==> config.mk <==
export PLATFORM = sky130hd
export DESIGN_NAME = carer_core
export DESIGN_NICKNAME = d
export VERILOG_FILES = /design/src/carer_core.v
export VERILOG_INCLUDE_DIRS = /design/src /design/src/src
export SDC_FILE = /design/constraint.sdc
export NUM_CORES = 1
export LEC_CHECK = 0
export BUFFER_PORTS_ARGS = -buffer_cell sky130_fd_sc_hd__buf_4
export CORE_AREA = 2 2 240 242
export DETAILED_ROUTE_END_ITERATION = 8
export DIE_AREA = 0 0 242 244
export GPL_TIMING_DRIVEN = 0
export SLEW_MARGIN = 30
export SYNTH_ARGS = -nofsm -noshare
export SYNTH_HDL_FRONTEND = slang
export SYNTH_SLANG_ARGS = --single-unit
==> constraint.sdc <==
create_clock -name core_clk -period 3.1 [get_ports core_clk]
set_input_delay 0.465 -clock core_clk [delete_from_list [all_inputs] [get_ports core_clk]]
set_output_delay 0.465 -clock core_clk [all_outputs]
set_load 0.01 [all_outputs]
==> src/carer_regs.vh <==
// error codes, register offsets and field positions for the core array error reporter
`ifndef CARER_REGS_VH
`define CARER_REGS_VH
// register offsets (index into plain register port)
`define CARER_REC_EN_ADDR 4'h0
`define CARER_TRAP_EN_ADDR 4'h1
`define CARER_PFS_ADDR 4'h2
`define CARER_PFA_ADDR 4'h3
`define CARER_DES_ADDR 4'h4
`define CARER_DFS_ADDR 4'h5
`define CARER_CTRL_ADDR 4'h6
// recording enable bits
`define CARER_REC_LDC 0
`define CARER_REC_LDU 1
`define CARER_REC_DPC 2
`define CARER_REC_DPU 3
`define CARER_REC_APP 4
`define CARER_REC_SPC 5
`define CARER_REC_SPU 6
`define CARER_REC_TCCP 7
`define CARER_REC_TCUP 8
`define CARER_REC_TCCD 9
`define CARER_REC_TCUD 10
`define CARER_REC_RESET 11'h000
// trap enable bits
`define CARER_TE_PRECISE 0
`define CARER_TE_DE 1
`define CARER_TE_CORR 2
`define CARER_TE_RESET 3'h0
// error codes
`define CARER_CODE_LDC 5'h01
`define CARER_CODE_LDU 5'h02
`define CARER_CODE_DPC 5'h03
`define CARER_CODE_DPU 5'h04
`define CARER_CODE_IOU 5'h05
`define CARER_CODE_APP 5'h06
`define CARER_CODE_SPC 5'h07
`define CARER_CODE_SPU 5'h08
`define CARER_CODE_TCCP 5'h09
`define CARER_CODE_TCUP 5'h0a
`define CARER_CODE_TCCD 5'h0b
`define CARER_CODE_TCUD 5'h0c
// disrupting status layout: valid 31, sw-recoverable 30, code 12:8, index 7:0
`define CARER_DES_VALID 31
`define CARER_DES_SWREC 30
// deferred status layout: valid 31, app 30, priv 17:16, code 12:8, index 7:0
`define CARER_DFS_VALID 31
`define CARER_DFS_APP 30
`define CARER_TC_ENTRIES 2'h3
`endif

==> src/carer_core.v <==
// store queue, scratchpad and tick-compare error checking and reporting
`timescale 1ns/10ps
`include "carer_regs.vh"
//
// Operation
// - store-queue data ECC, tag CAM single parity
// - diagnostic store-queue reads never flag errors
// - load correctable needs enable; forwarded data uncorrected
// - load correctable: precise status, index, trap
// - precise-class errors without enable record nothing
// - load uncorrectable: record code, index, trap
// - no CAM parity check on loads
// - drain correctable: correct data, log disrupting
// - corrected trap under enable and interrupt condition
// - pending valid flag re-presents trap later
// - drain uncorrectable to memory poisons data, logs
// - sw-recoverable trap under enable, also later
// - io/ring uncorrectable suppresses strand stores, deferred trap
// - record highest privilege of queued stores
// - tag parity error suppresses, deferred trap
// - scratchpad checked on normal reads only
// - scratchpad correctable: code, index, syndrome, trap
// - scratchpad uncorrectable: code, index, no syndrome
// - writes generate fresh check bits
// - three tick compares, cycled regardless of enables; scan holds during reads
// - tick correctable on read: code, index, syndrome
// - tick uncorrectable on read: code, index, syndrome
// - compare error suppresses compare, logs disrupting
// - compare log needs recording enable; trap when enabled
// - recording enables reset to zero
// - precise and disrupting traps need recording and trap enable; deferred trap needs recording enable only
// - precise registers update only on taken trap
module carer_core (
    // clock and reset
    input wire core_clk,
    input wire rst_n,
    // register port
    input wire [3:0] reg_addr,
    input wire [31:0] reg_wdata,
    input wire reg_wr,
    input wire reg_rd,
    output reg [31:0] reg_rdata,
    // strand state (same clock)
    input wire interrupt_enable,
    input wire hyperprivileged_flag,
    // store queue access
    input wire sq_load_hit,
    input wire sq_drain,
    input wire sq_drain_io,
    input wire sq_ring,
    input wire sq_diag,
    input wire [2:0] sq_index,
    input wire [63:0] sq_data,
    input wire [7:0] sq_check,
    input wire [39:0] sq_tag,
    input wire sq_tag_par,
    input wire [3:0] sq_priv_valid,
    input wire [1:0] sq_priv_max,
    // store queue outputs
    output reg [63:0] sq_out_data,
    output reg sq_out_poison,
    output reg sq_out_valid,
    output reg sq_suppress,
    // scratchpad access
    input wire sp_read,
    input wire sp_diag,
    input wire [2:0] sp_index,
    input wire [63:0] sp_data,
    input wire [7:0] sp_check,
    // write check generation
    input wire [63:0] wr_data,
    output reg [7:0] wr_check,
    // tick compare
    input wire tc_read,
    input wire [1:0] tc_read_index,
    input wire [63:0] tc_tick,
    input wire [63:0] tc_stick,
    input wire [63:0] tc_entry_data,
    input wire [7:0] tc_entry_check,
    output reg [1:0] tc_scan_index,
    output reg tc_match,
    // traps
    output reg trap_precise,
    output reg trap_corrected,
    output reg trap_swrec,
    output reg trap_deferred
);

reg [10:0] rec_en;
reg [2:0] trap_en;
reg [31:0] pfs;
reg [31:0] pfa;
reg [31:0] des;
reg [31:0] dfs;

// hamming style syndrome: xor of bit positions plus overall parity
function [7:0] ecc_gen;
    input [63:0] d;
    integer i;
    reg [6:0] s;
    begin
        s = 7'h00;
        for (i = 0; i < 64; i = i + 1) begin
            if (d[i])
                s = s ^ (i[6:0] + 7'h01);
        end
        ecc_gen = {^d ^ ^s, s};
    end
endfunction

// 00 clean, 01 correctable, 10 uncorrectable
function [1:0] ecc_class;
    input [7:0] syn;
    begin
        if (syn == 8'h00)
            ecc_class = 2'h0;
        else if (syn[7])
            ecc_class = 2'h1;
        else
            ecc_class = 2'h2;
    end
endfunction

function [63:0] ecc_fix;
    input [63:0] d;
    input [7:0] syn;
    integer i;
    begin
        ecc_fix = d;
        for (i = 0; i < 64; i = i + 1) begin
            if (syn[6:0] == (i[6:0] + 7'h01))
                ecc_fix[i] = ~d[i];
        end
    end
endfunction

wire [7:0] sq_syn = ecc_gen(sq_data) ^ sq_check;
wire [7:0] sp_syn = ecc_gen(sp_data) ^ sp_check;
wire [7:0] tc_syn = ecc_gen(tc_entry_data) ^ tc_entry_check;
wire [1:0] sq_cls = ecc_class(sq_syn);
wire [1:0] sp_cls = ecc_class(sp_syn);
wire [1:0] tc_cls = ecc_class(tc_syn);
wire sq_par_err = (^sq_tag) ^ sq_tag_par;
wire irq_ok = interrupt_enable | ~hyperprivileged_flag;

// accesses qualified, diagnostic reads excluded
wire ld_ok = sq_load_hit & ~sq_diag;
wire dr_ok = (sq_drain | sq_ring) & ~sq_diag;
wire sp_ok = sp_read & ~sp_diag;
wire dr_io = sq_drain_io | sq_ring;

// load path: no CAM parity check here
wire ldc = ld_ok & (sq_cls == 2'h1) & rec_en[`CARER_REC_LDC];
wire ldu = ld_ok & (sq_cls == 2'h2) & rec_en[`CARER_REC_LDU];
// drain path; tag parity takes priority since the address is untrustworthy
wire app = dr_ok & sq_par_err & rec_en[`CARER_REC_APP];
wire dpc = dr_ok & ~app & (sq_cls == 2'h1) & rec_en[`CARER_REC_DPC];
wire dpu = dr_ok & ~app & (sq_cls == 2'h2) & rec_en[`CARER_REC_DPU] & ~dr_io;
wire iou = dr_ok & ~app & (sq_cls == 2'h2) & rec_en[`CARER_REC_DPU] & dr_io;
wire spc = sp_ok & (sp_cls == 2'h1) & rec_en[`CARER_REC_SPC];
wire spu = sp_ok & (sp_cls == 2'h2) & rec_en[`CARER_REC_SPU];
wire tcc_p = tc_read & (tc_cls == 2'h1) & rec_en[`CARER_REC_TCCP];
wire tcu_p = tc_read & (tc_cls == 2'h2) & rec_en[`CARER_REC_TCUP];
wire tcc_d = ~tc_read & (tc_cls == 2'h1) & rec_en[`CARER_REC_TCCD];
wire tcu_d = ~tc_read & (tc_cls == 2'h2) & rec_en[`CARER_REC_TCUD];
wire [1:0] tc_idx = tc_read ? tc_read_index : tc_scan_index;

// one precise event per cycle, fixed priority
reg p_hit;
reg [4:0] p_code;
reg [31:0] p_addr;
always @* begin
    p_hit = 1'b1;
    p_code = 5'h00;
    p_addr = 32'h0000_0000;
    if (ldu) begin
        p_code = `CARER_CODE_LDU;
        p_addr = {29'h0, sq_index};
    end else if (ldc) begin
        p_code = `CARER_CODE_LDC;
        p_addr = {29'h0, sq_index};
    end else if (spu) begin
        p_code = `CARER_CODE_SPU;
        p_addr = {29'h0, sp_index};
    end else if (spc) begin
        p_code = `CARER_CODE_SPC;
        p_addr = {16'h0, sp_syn, 5'h0, sp_index};
    end else if (tcu_p) begin
        p_code = `CARER_CODE_TCUP;
        p_addr = {16'h0, tc_syn, 6'h0, tc_idx};
    end else if (tcc_p) begin
        p_code = `CARER_CODE_TCCP;
        p_addr = {16'h0, tc_syn, 6'h0, tc_idx};
    end else begin
        p_hit = 1'b0;
    end
end
wire p_take = p_hit & trap_en[`CARER_TE_PRECISE];

// one disrupting log per cycle: store queue beats compare scan
reg d_hit;
reg d_swrec;
reg [4:0] d_code;
reg [7:0] d_index;
always @* begin
    d_hit = 1'b1;
    d_swrec = 1'b1;
    d_code = 5'h00;
    d_index = 8'h00;
    if (dpu) begin
        d_code = `CARER_CODE_DPU;
        d_index = {5'h0, sq_index};
    end else if (dpc) begin
        d_swrec = 1'b0;
        d_code = `CARER_CODE_DPC;
        d_index = {5'h0, sq_index};
    end else if (tcu_d) begin
        d_code = `CARER_CODE_TCUD;
        d_index = {6'h0, tc_idx};
    end else if (tcc_d) begin
        d_code = `CARER_CODE_TCCD;
        d_index = {6'h0, tc_idx};
    end else begin
        d_hit = 1'b0;
        d_swrec = 1'b0;
    end
end

wire def_hit = iou | app;
wire [31:0] reg_mask_upd = reg_wdata;

always @(posedge core_clk or negedge rst_n) begin
    if (!rst_n) begin
        rec_en <= `CARER_REC_RESET;
        trap_en <= `CARER_TE_RESET;
        pfs <= 32'h0000_0000;
        pfa <= 32'h0000_0000;
        des <= 32'h0000_0000;
        dfs <= 32'h0000_0000;
        reg_rdata <= 32'h0000_0000;
    end else begin
        if (reg_wr && reg_addr == `CARER_REC_EN_ADDR)
            rec_en <= reg_mask_upd[10:0];
        if (reg_wr && reg_addr == `CARER_TRAP_EN_ADDR)
            trap_en <= reg_mask_upd[2:0];
        if (p_take) begin
            pfs <= {27'h0, p_code};
            pfa <= p_addr;
        end else if (reg_wr && reg_addr == `CARER_PFS_ADDR) begin
            pfs <= reg_wdata;
        end else if (reg_wr && reg_addr == `CARER_PFA_ADDR) begin
            pfa <= reg_wdata;
        end
        // logging beats a software clear in the same cycle
        if (d_hit) begin
            des <= {1'b1, d_swrec, 17'h0, d_code, d_index};
        end else if (reg_wr && reg_addr == `CARER_DES_ADDR) begin
            des <= reg_wdata;
        end
        if (def_hit) begin
            dfs <= {1'b1, app, 12'h0, sq_priv_max, 3'h0,
                    (app ? 5'h00 : `CARER_CODE_IOU), 5'h0, sq_index};
        end else if (reg_wr && reg_addr == `CARER_DFS_ADDR) begin
            dfs <= reg_wdata;
        end
        if (reg_rd) begin
            if (reg_addr == `CARER_REC_EN_ADDR)
                reg_rdata <= {21'h0, rec_en};
            else if (reg_addr == `CARER_TRAP_EN_ADDR)
                reg_rdata <= {29'h0, trap_en};
            else if (reg_addr == `CARER_PFS_ADDR)
                reg_rdata <= pfs;
            else if (reg_addr == `CARER_PFA_ADDR)
                reg_rdata <= pfa;
            else if (reg_addr == `CARER_DES_ADDR)
                reg_rdata <= des;
            else if (reg_addr == `CARER_DFS_ADDR)
                reg_rdata <= dfs;
            else if (reg_addr == `CARER_CTRL_ADDR)
                reg_rdata <= {30'h0, tc_scan_index};
            else
                reg_rdata <= 32'h0000_0000;
        end else begin
            reg_rdata <= 32'h0000_0000;
        end
    end
end

// pending disrupting traps follow the valid flag, so a later enable presents them
wire des_v = des[`CARER_DES_VALID];
wire next_corr = des_v & ~des[`CARER_DES_SWREC] & trap_en[`CARER_TE_CORR] & irq_ok;
wire next_swrec = des_v & des[`CARER_DES_SWREC] & trap_en[`CARER_TE_DE] & irq_ok;

// store-queue data path and compare scan
wire [63:0] sq_fixed = ecc_fix(sq_data, sq_syn);
wire [63:0] cmp_src = (tc_scan_index == 2'h0) ? tc_tick : tc_stick;

always @(posedge core_clk or negedge rst_n) begin
    if (!rst_n) begin
        sq_out_data <= 64'h0000_0000_0000_0000;
        sq_out_poison <= 1'b0;
        sq_out_valid <= 1'b0;
        sq_suppress <= 1'b0;
        wr_check <= 8'h00;
        tc_scan_index <= 2'h0;
        tc_match <= 1'b0;
        trap_precise <= 1'b0;
        trap_corrected <= 1'b0;
        trap_swrec <= 1'b0;
        trap_deferred <= 1'b0;
    end else begin
        // forward corrected data only when the correctable case is enabled
        sq_out_data <= dpc ? sq_fixed : sq_data;
        sq_out_poison <= dpu;
        sq_out_valid <= dr_ok & ~def_hit;
        sq_suppress <= def_hit;
        wr_check <= ecc_gen(wr_data);
        // scan index wraps over the three compare entries
        if (!tc_read) begin
            if (tc_scan_index == `CARER_TC_ENTRIES - 2'h1)
                tc_scan_index <= 2'h0;
            else
                tc_scan_index <= tc_scan_index + 2'h1;
        end
        tc_match <= ~tc_read & (tc_cls == 2'h0) & (cmp_src == tc_entry_data);
        trap_precise <= p_take;
        trap_corrected <= next_corr & ~trap_corrected;
        trap_swrec <= next_swrec & ~trap_swrec;
        trap_deferred <= def_hit;
    end
end

endmodule // carer_core

# Word-level counts from Yosys, hierarchy flattened
# Cells that the tools add are included.
[op_classes]
n_addsub = 1
n_eq_ne = 79
n_mux = 380
bitwise_logic = 378
n_reduce_logical = 26
[op_table]
columns = ["cell", "count"]
rows = [
  ["6-bit two-way mux", 128],
  ["32-bit two-way mux", 16],
  ["5-bit two-way mux", 64],
  ["64-bit XOR reduction", 4],
  ["3-bit inverter", 80],
  ["4-bit inverter", 60],
  ["7-bit by 6-bit equality test with 1-bit output (second input constant)", 32],
  ["4-bit two-way mux", 42],
  ["64-bit two-way mux", 2],
  ["2-bit inverter", 60],
  ["5-bit inverter", 24],
  ["7-bit by 5-bit equality test with 1-bit output (second input constant)", 16],
  ["16-bit two-way mux", 6],
  ["1-bit two-way mux", 80],
  ["1-bit inverter", 74],
  ["64-bit equality test", 1],
  ["3-bit two-way mux", 19],
  ["7-bit by 4-bit equality test with 1-bit output (second input constant)", 8],
  ["1-bit AND", 40],
  ["40-bit XOR reduction", 1],
  ["2-bit two-way mux", 19],
  ["7-bit by 3-bit equality test with 1-bit output (second input constant)", 4],
  ["7-bit two-way mux", 4],
  ["7-bit XOR reduction", 4],
  ["other kinds (21)", 76],
]
[totals]
register_bits = 255
inputBits = 513
output_inout_bits = 114

# Logic depth before layout (Yosys ltp)
[depth]
word_depth = 138
ltp_mapped = 13
mapped_depth_nobuf = 11

# Worst setup path before layout
# Ideal clock, no wire load.
[synth_path]
path_type = "input to register"
startpoint = "input port sp_data[13]"
endpoint = "register pfa[15]"
arrival_time_ns = 3.533
required_time_ns = 2.981
slack_ns = -0.552
cell_stages = 12
path_buffers = 1
path_cell_list = "xnor3_1 > xor3_1 > xnor3_1 > xor3_1 > nand4_1 > and4b_1 > or3_4 > and2_1 > a41oi_2 > buf_2 > o22ai_1 > o21a_1"
[synth_between]
elab_chain_cells = 91
elab_cells_between_ends = 120
cone_classes = "3 x eq/ne; 62 x mux; 50 x bitwise; 5 x reduce/logical"
[synth_lines]
columns = ["element", "line_no", "text"]
rows = [
  ["start, declared", "carer_core.v:68", "input wire [63:0] sp_data,"],
  ["4-bit two-way mux", "carer_core.v:104", "if (d[i])"],
  ["4-bit inverter (no line)", "--", ""],
  ["4-bit two-way mux", "carer_core.v:104", ""],
  ["5-bit two-way mux (2 in series)", "carer_core.v:104", ""],
  ["5-bit two-way mux / 2-bit inverter (equally long branches)", "--", ""],
  ["5-bit two-way mux", "carer_core.v:104", ""],
  ["5-bit two-way mux (tied with other cells)", "carer_core.v:104", ""],
  ["5-bit two-way mux", "carer_core.v:104", ""],
  ["[... 73 more ...]", "--", ""],
  ["1-bit AND (2 in series)", "carer_core.v:160", "wire spc = sp_ok & (sp_cls == 2'h1) & rec_en[`CARER_REC_SPC];"],
  ["1-bit two-way mux", "carer_core.v:185", "end else if (spc) begin"],
  ["1-bit two-way mux", "carer_core.v:182", "end else if (spu) begin"],
  ["1-bit two-way mux", "carer_core.v:179", "end else if (ldc) begin"],
  ["1-bit two-way mux", "carer_core.v:176", "if (ldu) begin"],
  ["1-bit AND", "carer_core.v:198", "wire p_take = p_hit & trap_en[`CARER_TE_PRECISE];"],
  ["2-bit inequality test (no line) / 2-bit nonzero test (equally long branches)", "--", ""],
  ["2-bit AND reduction (no line)", "--", ""],
  ["end signal, assigned", "carer_core.v:248", "pfa <= p_addr;"],
  ["end signal, assigned", "carer_core.v:252", "pfa <= reg_wdata;"],
  ["end, declared", "carer_core.v:92", "reg [31:0] pfa;"],
]
# Every way passes the cells marked *; elsewhere a longest branch is shown, timed or not.
# A chain may end at the register's enable or synchronous reset.

# Final worst setup path
[layout_path]
startpoint = "input port sq_data[33]"
endpoint = "register pfa[15]"
[layout_between]
elab_chain_cells = 73
elab_cells_between_ends = 82
cone_classes = "3 x eq/ne; 38 x mux; 36 x bitwise; 5 x reduce/logical"
[layout_lines]
columns = ["element", "line_no", "text"]
rows = [
  ["start, declared", "carer_core.v:53", "input wire [63:0] sq_data,"],
  ["6-bit two-way mux", "carer_core.v:104", ""],
  ["3-bit inverter (no line)", "--", ""],
  ["6-bit two-way mux", "carer_core.v:104", ""],
  ["2-bit inverter (no line)", "--", ""],
  ["6-bit two-way mux", "carer_core.v:104", ""],
  ["3-bit inverter (no line)", "--", ""],
  ["6-bit two-way mux", "carer_core.v:104", ""],
  ["3-bit inverter (no line)", "--", ""],
  ["[... 56 more ...]", "--", ""],
  ["2-bit two-way mux (*)", "carer_core.v:115", "if (syn == 8'h00)"],
  ["2-bit by 1-bit equality test with 1-bit output", "carer_core.v:153", "wire ldc = ld_ok & (sq_cls == 2'h1) & rec_en[`CARER_REC_LDC];"],
  ["1-bit AND (2 in series)", "carer_core.v:153", ""],
  ["1-bit two-way mux", "carer_core.v:179", ""],
  ["1-bit two-way mux", "carer_core.v:176", ""],
  ["1-bit AND", "carer_core.v:198", ""],
  ["2-bit inequality test (no line) / 2-bit nonzero test (equally long branches)", "--", ""],
  ["2-bit AND reduction (no line)", "--", ""],
]
# Marked as above.

==> run_results.csv <==
group,metric,value,unit
setup_path,endpoint_kind,"register",
cells_and_area,fin_area,0.02696,mm^2
power,comb_power_share,0.685,
power,total_power,0.02500,W
timing,slew_headroom,0.4341,
timing,slew_violations,0,
clock_tree,cts_max_path_buffers,3,
floorplan,dieArea,0.05905,mm^2
global_route,grt_util_met3,0.06793,
timing,worstMarginPinSlew,0.8488,ns
power,p_clk_frac,0.138,
timing,period_share,1.025,
power,seq_power_share,0.176,
synthesis,yosysWarnings,0,
synthesis,synth.distinct_cells,71,
floorplan,die_height,244,um
synthesis,avgSynthCellArea,9.973,um^2
global_route,grt_max_degree,81,
global_route,top_usage_layer,"met2",
placement,post-place-ws,-1.062,ns
floorplan,initial_core_util,0.3240,
floorplan,core,0.05617,mm^2
power,p_leak,12.11,nW
placement,port_buffers,618,
clock_tree,htreeDepth,1,
synthesis,synth_edf_count,0,
cells_and_area,final_nets,3050,
timing,skew,0.008232,ns
synthesis,syn_area,0.01820,mm^2
setup_path,setup.worst_path.class,"input port to register",
global_route,overflow,0,
clock_tree,numClockSinks,255,
routing,final_antenna_net_count,0,
clock_tree,cts_made_buffers,28,
clock_tree,cts.reportedPaths.clkPinSlew,0.06,ns
timing,fmax,0.3147,GHz
outcome,status,"complete, but fails checks",
cells_and_area,synthToLayoutAreaGrowth,48.10,%
setup_path,cp.arrival,3.64,ns
placement,dpl_cell_area,0.02427,mm^2
power,vdd_ir_drop_max,0.0006200,V
global_route,grt_usage,0.2563,
floorplan,num_rows,87,
synthesis,yosys_most_used_dff,"dfrtp_1",
global_route,grt_pass1_vias,17740,
placement,gp_congestion,0.9384,
synthesis,synth.net_count,2338,
power,swShare,0.4296,
routing,dr_total_vias,16760,
placement,dpl.hpwl,63110,um
clock_tree,clkLatencyLatePin,0.57,ns
clock_tree,cts_tree,"built",
routing,totalWireLength,78680,um
routing,wire_per_inst,23.71,um
clock_tree,root_buffer,"clkbuf_16",
floorplan,io-pin-count,627,
cells_and_area,layout-drive-gt1-share,0.3941,
synthesis,ys_seq_area_frac,0.3506,
synthesis,syn_inst,1825,
synthesis,synth-async-reset-ratio,1.000,
floorplan,die_x,242,um
timing,fin_ws,-0.07715,ns
routing,drc,0,
setup_path,worstPathRequired,3.56,ns
timing,setup_viol,51,
global_route,grt_pass1_wl,113300,um
global_route,antenna_found_initial,13,
worst_hold_path,hold_class,"input port to register",
routing,viasPerCell,5.052,
setup_path,critPathMaxFanout,5,
cells_and_area,mostFrequentLayoutCell,"buf_4",
global_route,grt_use_met1,0.3259,
power,p_int,0.01426,W
synthesis,ys_ff_latch,255,
timing,hold_violations,0,
cells_and_area,final_cell_mix,"buf_4 (653), xnor2_1 (384), nand2_1 (330)",
timing,min_period,3.177,ns
setup_path,worst_setup_path_start_kind,"input port",
power,powerDensity,927.5,mW/mm^2
timing,rsz0062_at_grt,"true",
global_route,met2_usage,0.4327,
routing,drt-pass1-iter-count,6,
routing,drtIter0Drc,1378,
power,p_sw,0.01074,W
job,cap_viol_max_count,0,
outcome,violations,"setup timing",
[registers in the layout, summed over array words and instances (netlist names)]
name,cells
sq_out_poison,1
pfa,32
rec_en,11
des,32
wr_check,8
dfs,32
tc_scan_index,2
reg_rdata,32
sq_out_data,64
trap_en,3
trap_swrec,1
trap_corrected,1
trap_precise,1
trap_deferred,1
pfs,32
sq_out_valid,1
tc_match,1
[Yosys cell counts (11+ instances only)]
master    number  share of area
nor3_1        13         0.0036
a222oi_1      30          0.016
xnor3_1       75          0.093
mux2_2        18          0.011
o21ai_0       23         0.0063
mux2i_1       78          0.043
xnor2_1      438           0.21
nor2_1        55          0.011
nand2_1      332          0.068
clkbuf_1      54          0.011
nor4_1        11         0.0038
a21o_1        11         0.0045
a21oi_1      136          0.037
nand3_1       16         0.0044
xor2_1        99          0.048
o22ai_1       13         0.0045
dfrtp_1      255           0.35
[final timing paths]
kind | cells past startpoint | endpoint | slack [ns] | startpoint
min in group asynchronous | 2 | sq_out_data[56]$_DFF_PN0_ | 0.39 | rst_n
worst max-delay path | 14 | pfa[15]$_DFFE_PN0P_ | -0.08 | sq_data[33]
worst min register to register | 1 | trap_swrec$_DFF_PN0_ | 0.43 | trap_swrec$_DFF_PN0_
worst min-delay path | 2 | sq_out_data[31]$_DFF_PN0_ | 0.09 | sq_data[31]
worst max register to register | 9 | tc_match$_DFF_PN0_ | -0.02 | tc_scan_index[1]$_DFFE_PN0N_
max in group asynchronous | 4 | reg_rdata[9]$_DFF_PN0_ | 1.62 | rst_n
[area by class of cell]
class                      instances  area, um^2
tap                              756       945.9
timing repair buffer             686        5470
antenna                            7       17.52
sequential                       255        6381
buffer                            74       473.0
multi-input combinational       1482       12700
fill                            5306       29210
clock buffer                      40       795.8
clock inverter                     8       131.4
inverter                          10       37.54
[worst max-delay path, stage by stage]
cell	delay [ns]
buf_8	0.09
xnor3_1	0.44
xnor3_1	0.28
xnor2_2	0.26
xnor2_2	0.18
xnor2_2	0.14
xnor3_2	0.52
a31oi_4	0.30
nand2_2	0.13
a41oi_4	0.35
buf_6	0.16
buf_6	0.12
o22ai_1	0.07
o21a_1	0.12
[per-stage QoR]
stage | TNS [ns] | util | hold slack (ns) | cells
6_report | -1.024 | 0.4799 | 0.08566 | 3318
5_1_grt | -6.718 | 0.4797 | 0.07249 | 3314
4_1_cts | -6.099 | 0.4667 | 0.06454 | 3293
3_5_place_dp | -161.03 | 0.4321 | 0.4071 | 3203
3_3_place_gp | -308.81 | 0.4301 | 0.4313 | 3199
2_1_floorplan | -17.20 | - | 0.1694 | 1825
[timing repair]
action | CTS | global route
hold buffers | 2 | 0
hold endpoints to repair | 48 | 0
gates cloned | 8 | 2
pin swaps | 22 | 48
setup buffers | 34 | 22
setup endpoints to repair | 179 | 159
resized for setup | 152 | 139
[kinds of logic (layout without fill, tap and decap cells)]
family / Yosys count / count (layout) / synth area share
AOI/OAI and AO/OA: 271 / 271 / 0.09748
DFF: 255 / 255 / 0.3506
buffers and inverters: 88 / 818 / 0.02007
other: 0 / 7 / 0
xor gates and xnor gates: 619 / 619 / 0.3595
muxes: 96 / 96 / 0.05403
and+or+nand+nor: 496 / 496 / 0.1183
[routing by layer]
| metal | part of all wire | wire, um |
|---|---|---|
| met2 | 0.48 | 37840 |
| met3 | 0.083 | 6542 |
| met4 | 0.027 | 2112 |
| met1 | 0.41 | 32100 |
| met5 | 0.0011 | 83 |
[power by group through the flow]
stage	clock [W]	combinational (W)	sequential [W]
final	0.00345	0.0171	0.00441
after global routing	0.00364	0.0181	0.00446
after CTS	0.00351	0.0161	0.00440
after detailed placement	0	0.0134	0.00445
after global placement	0	0.0132	0.00444
after floorplan	0	0.00934	0.00436
(Power assumes the default switching activity.)
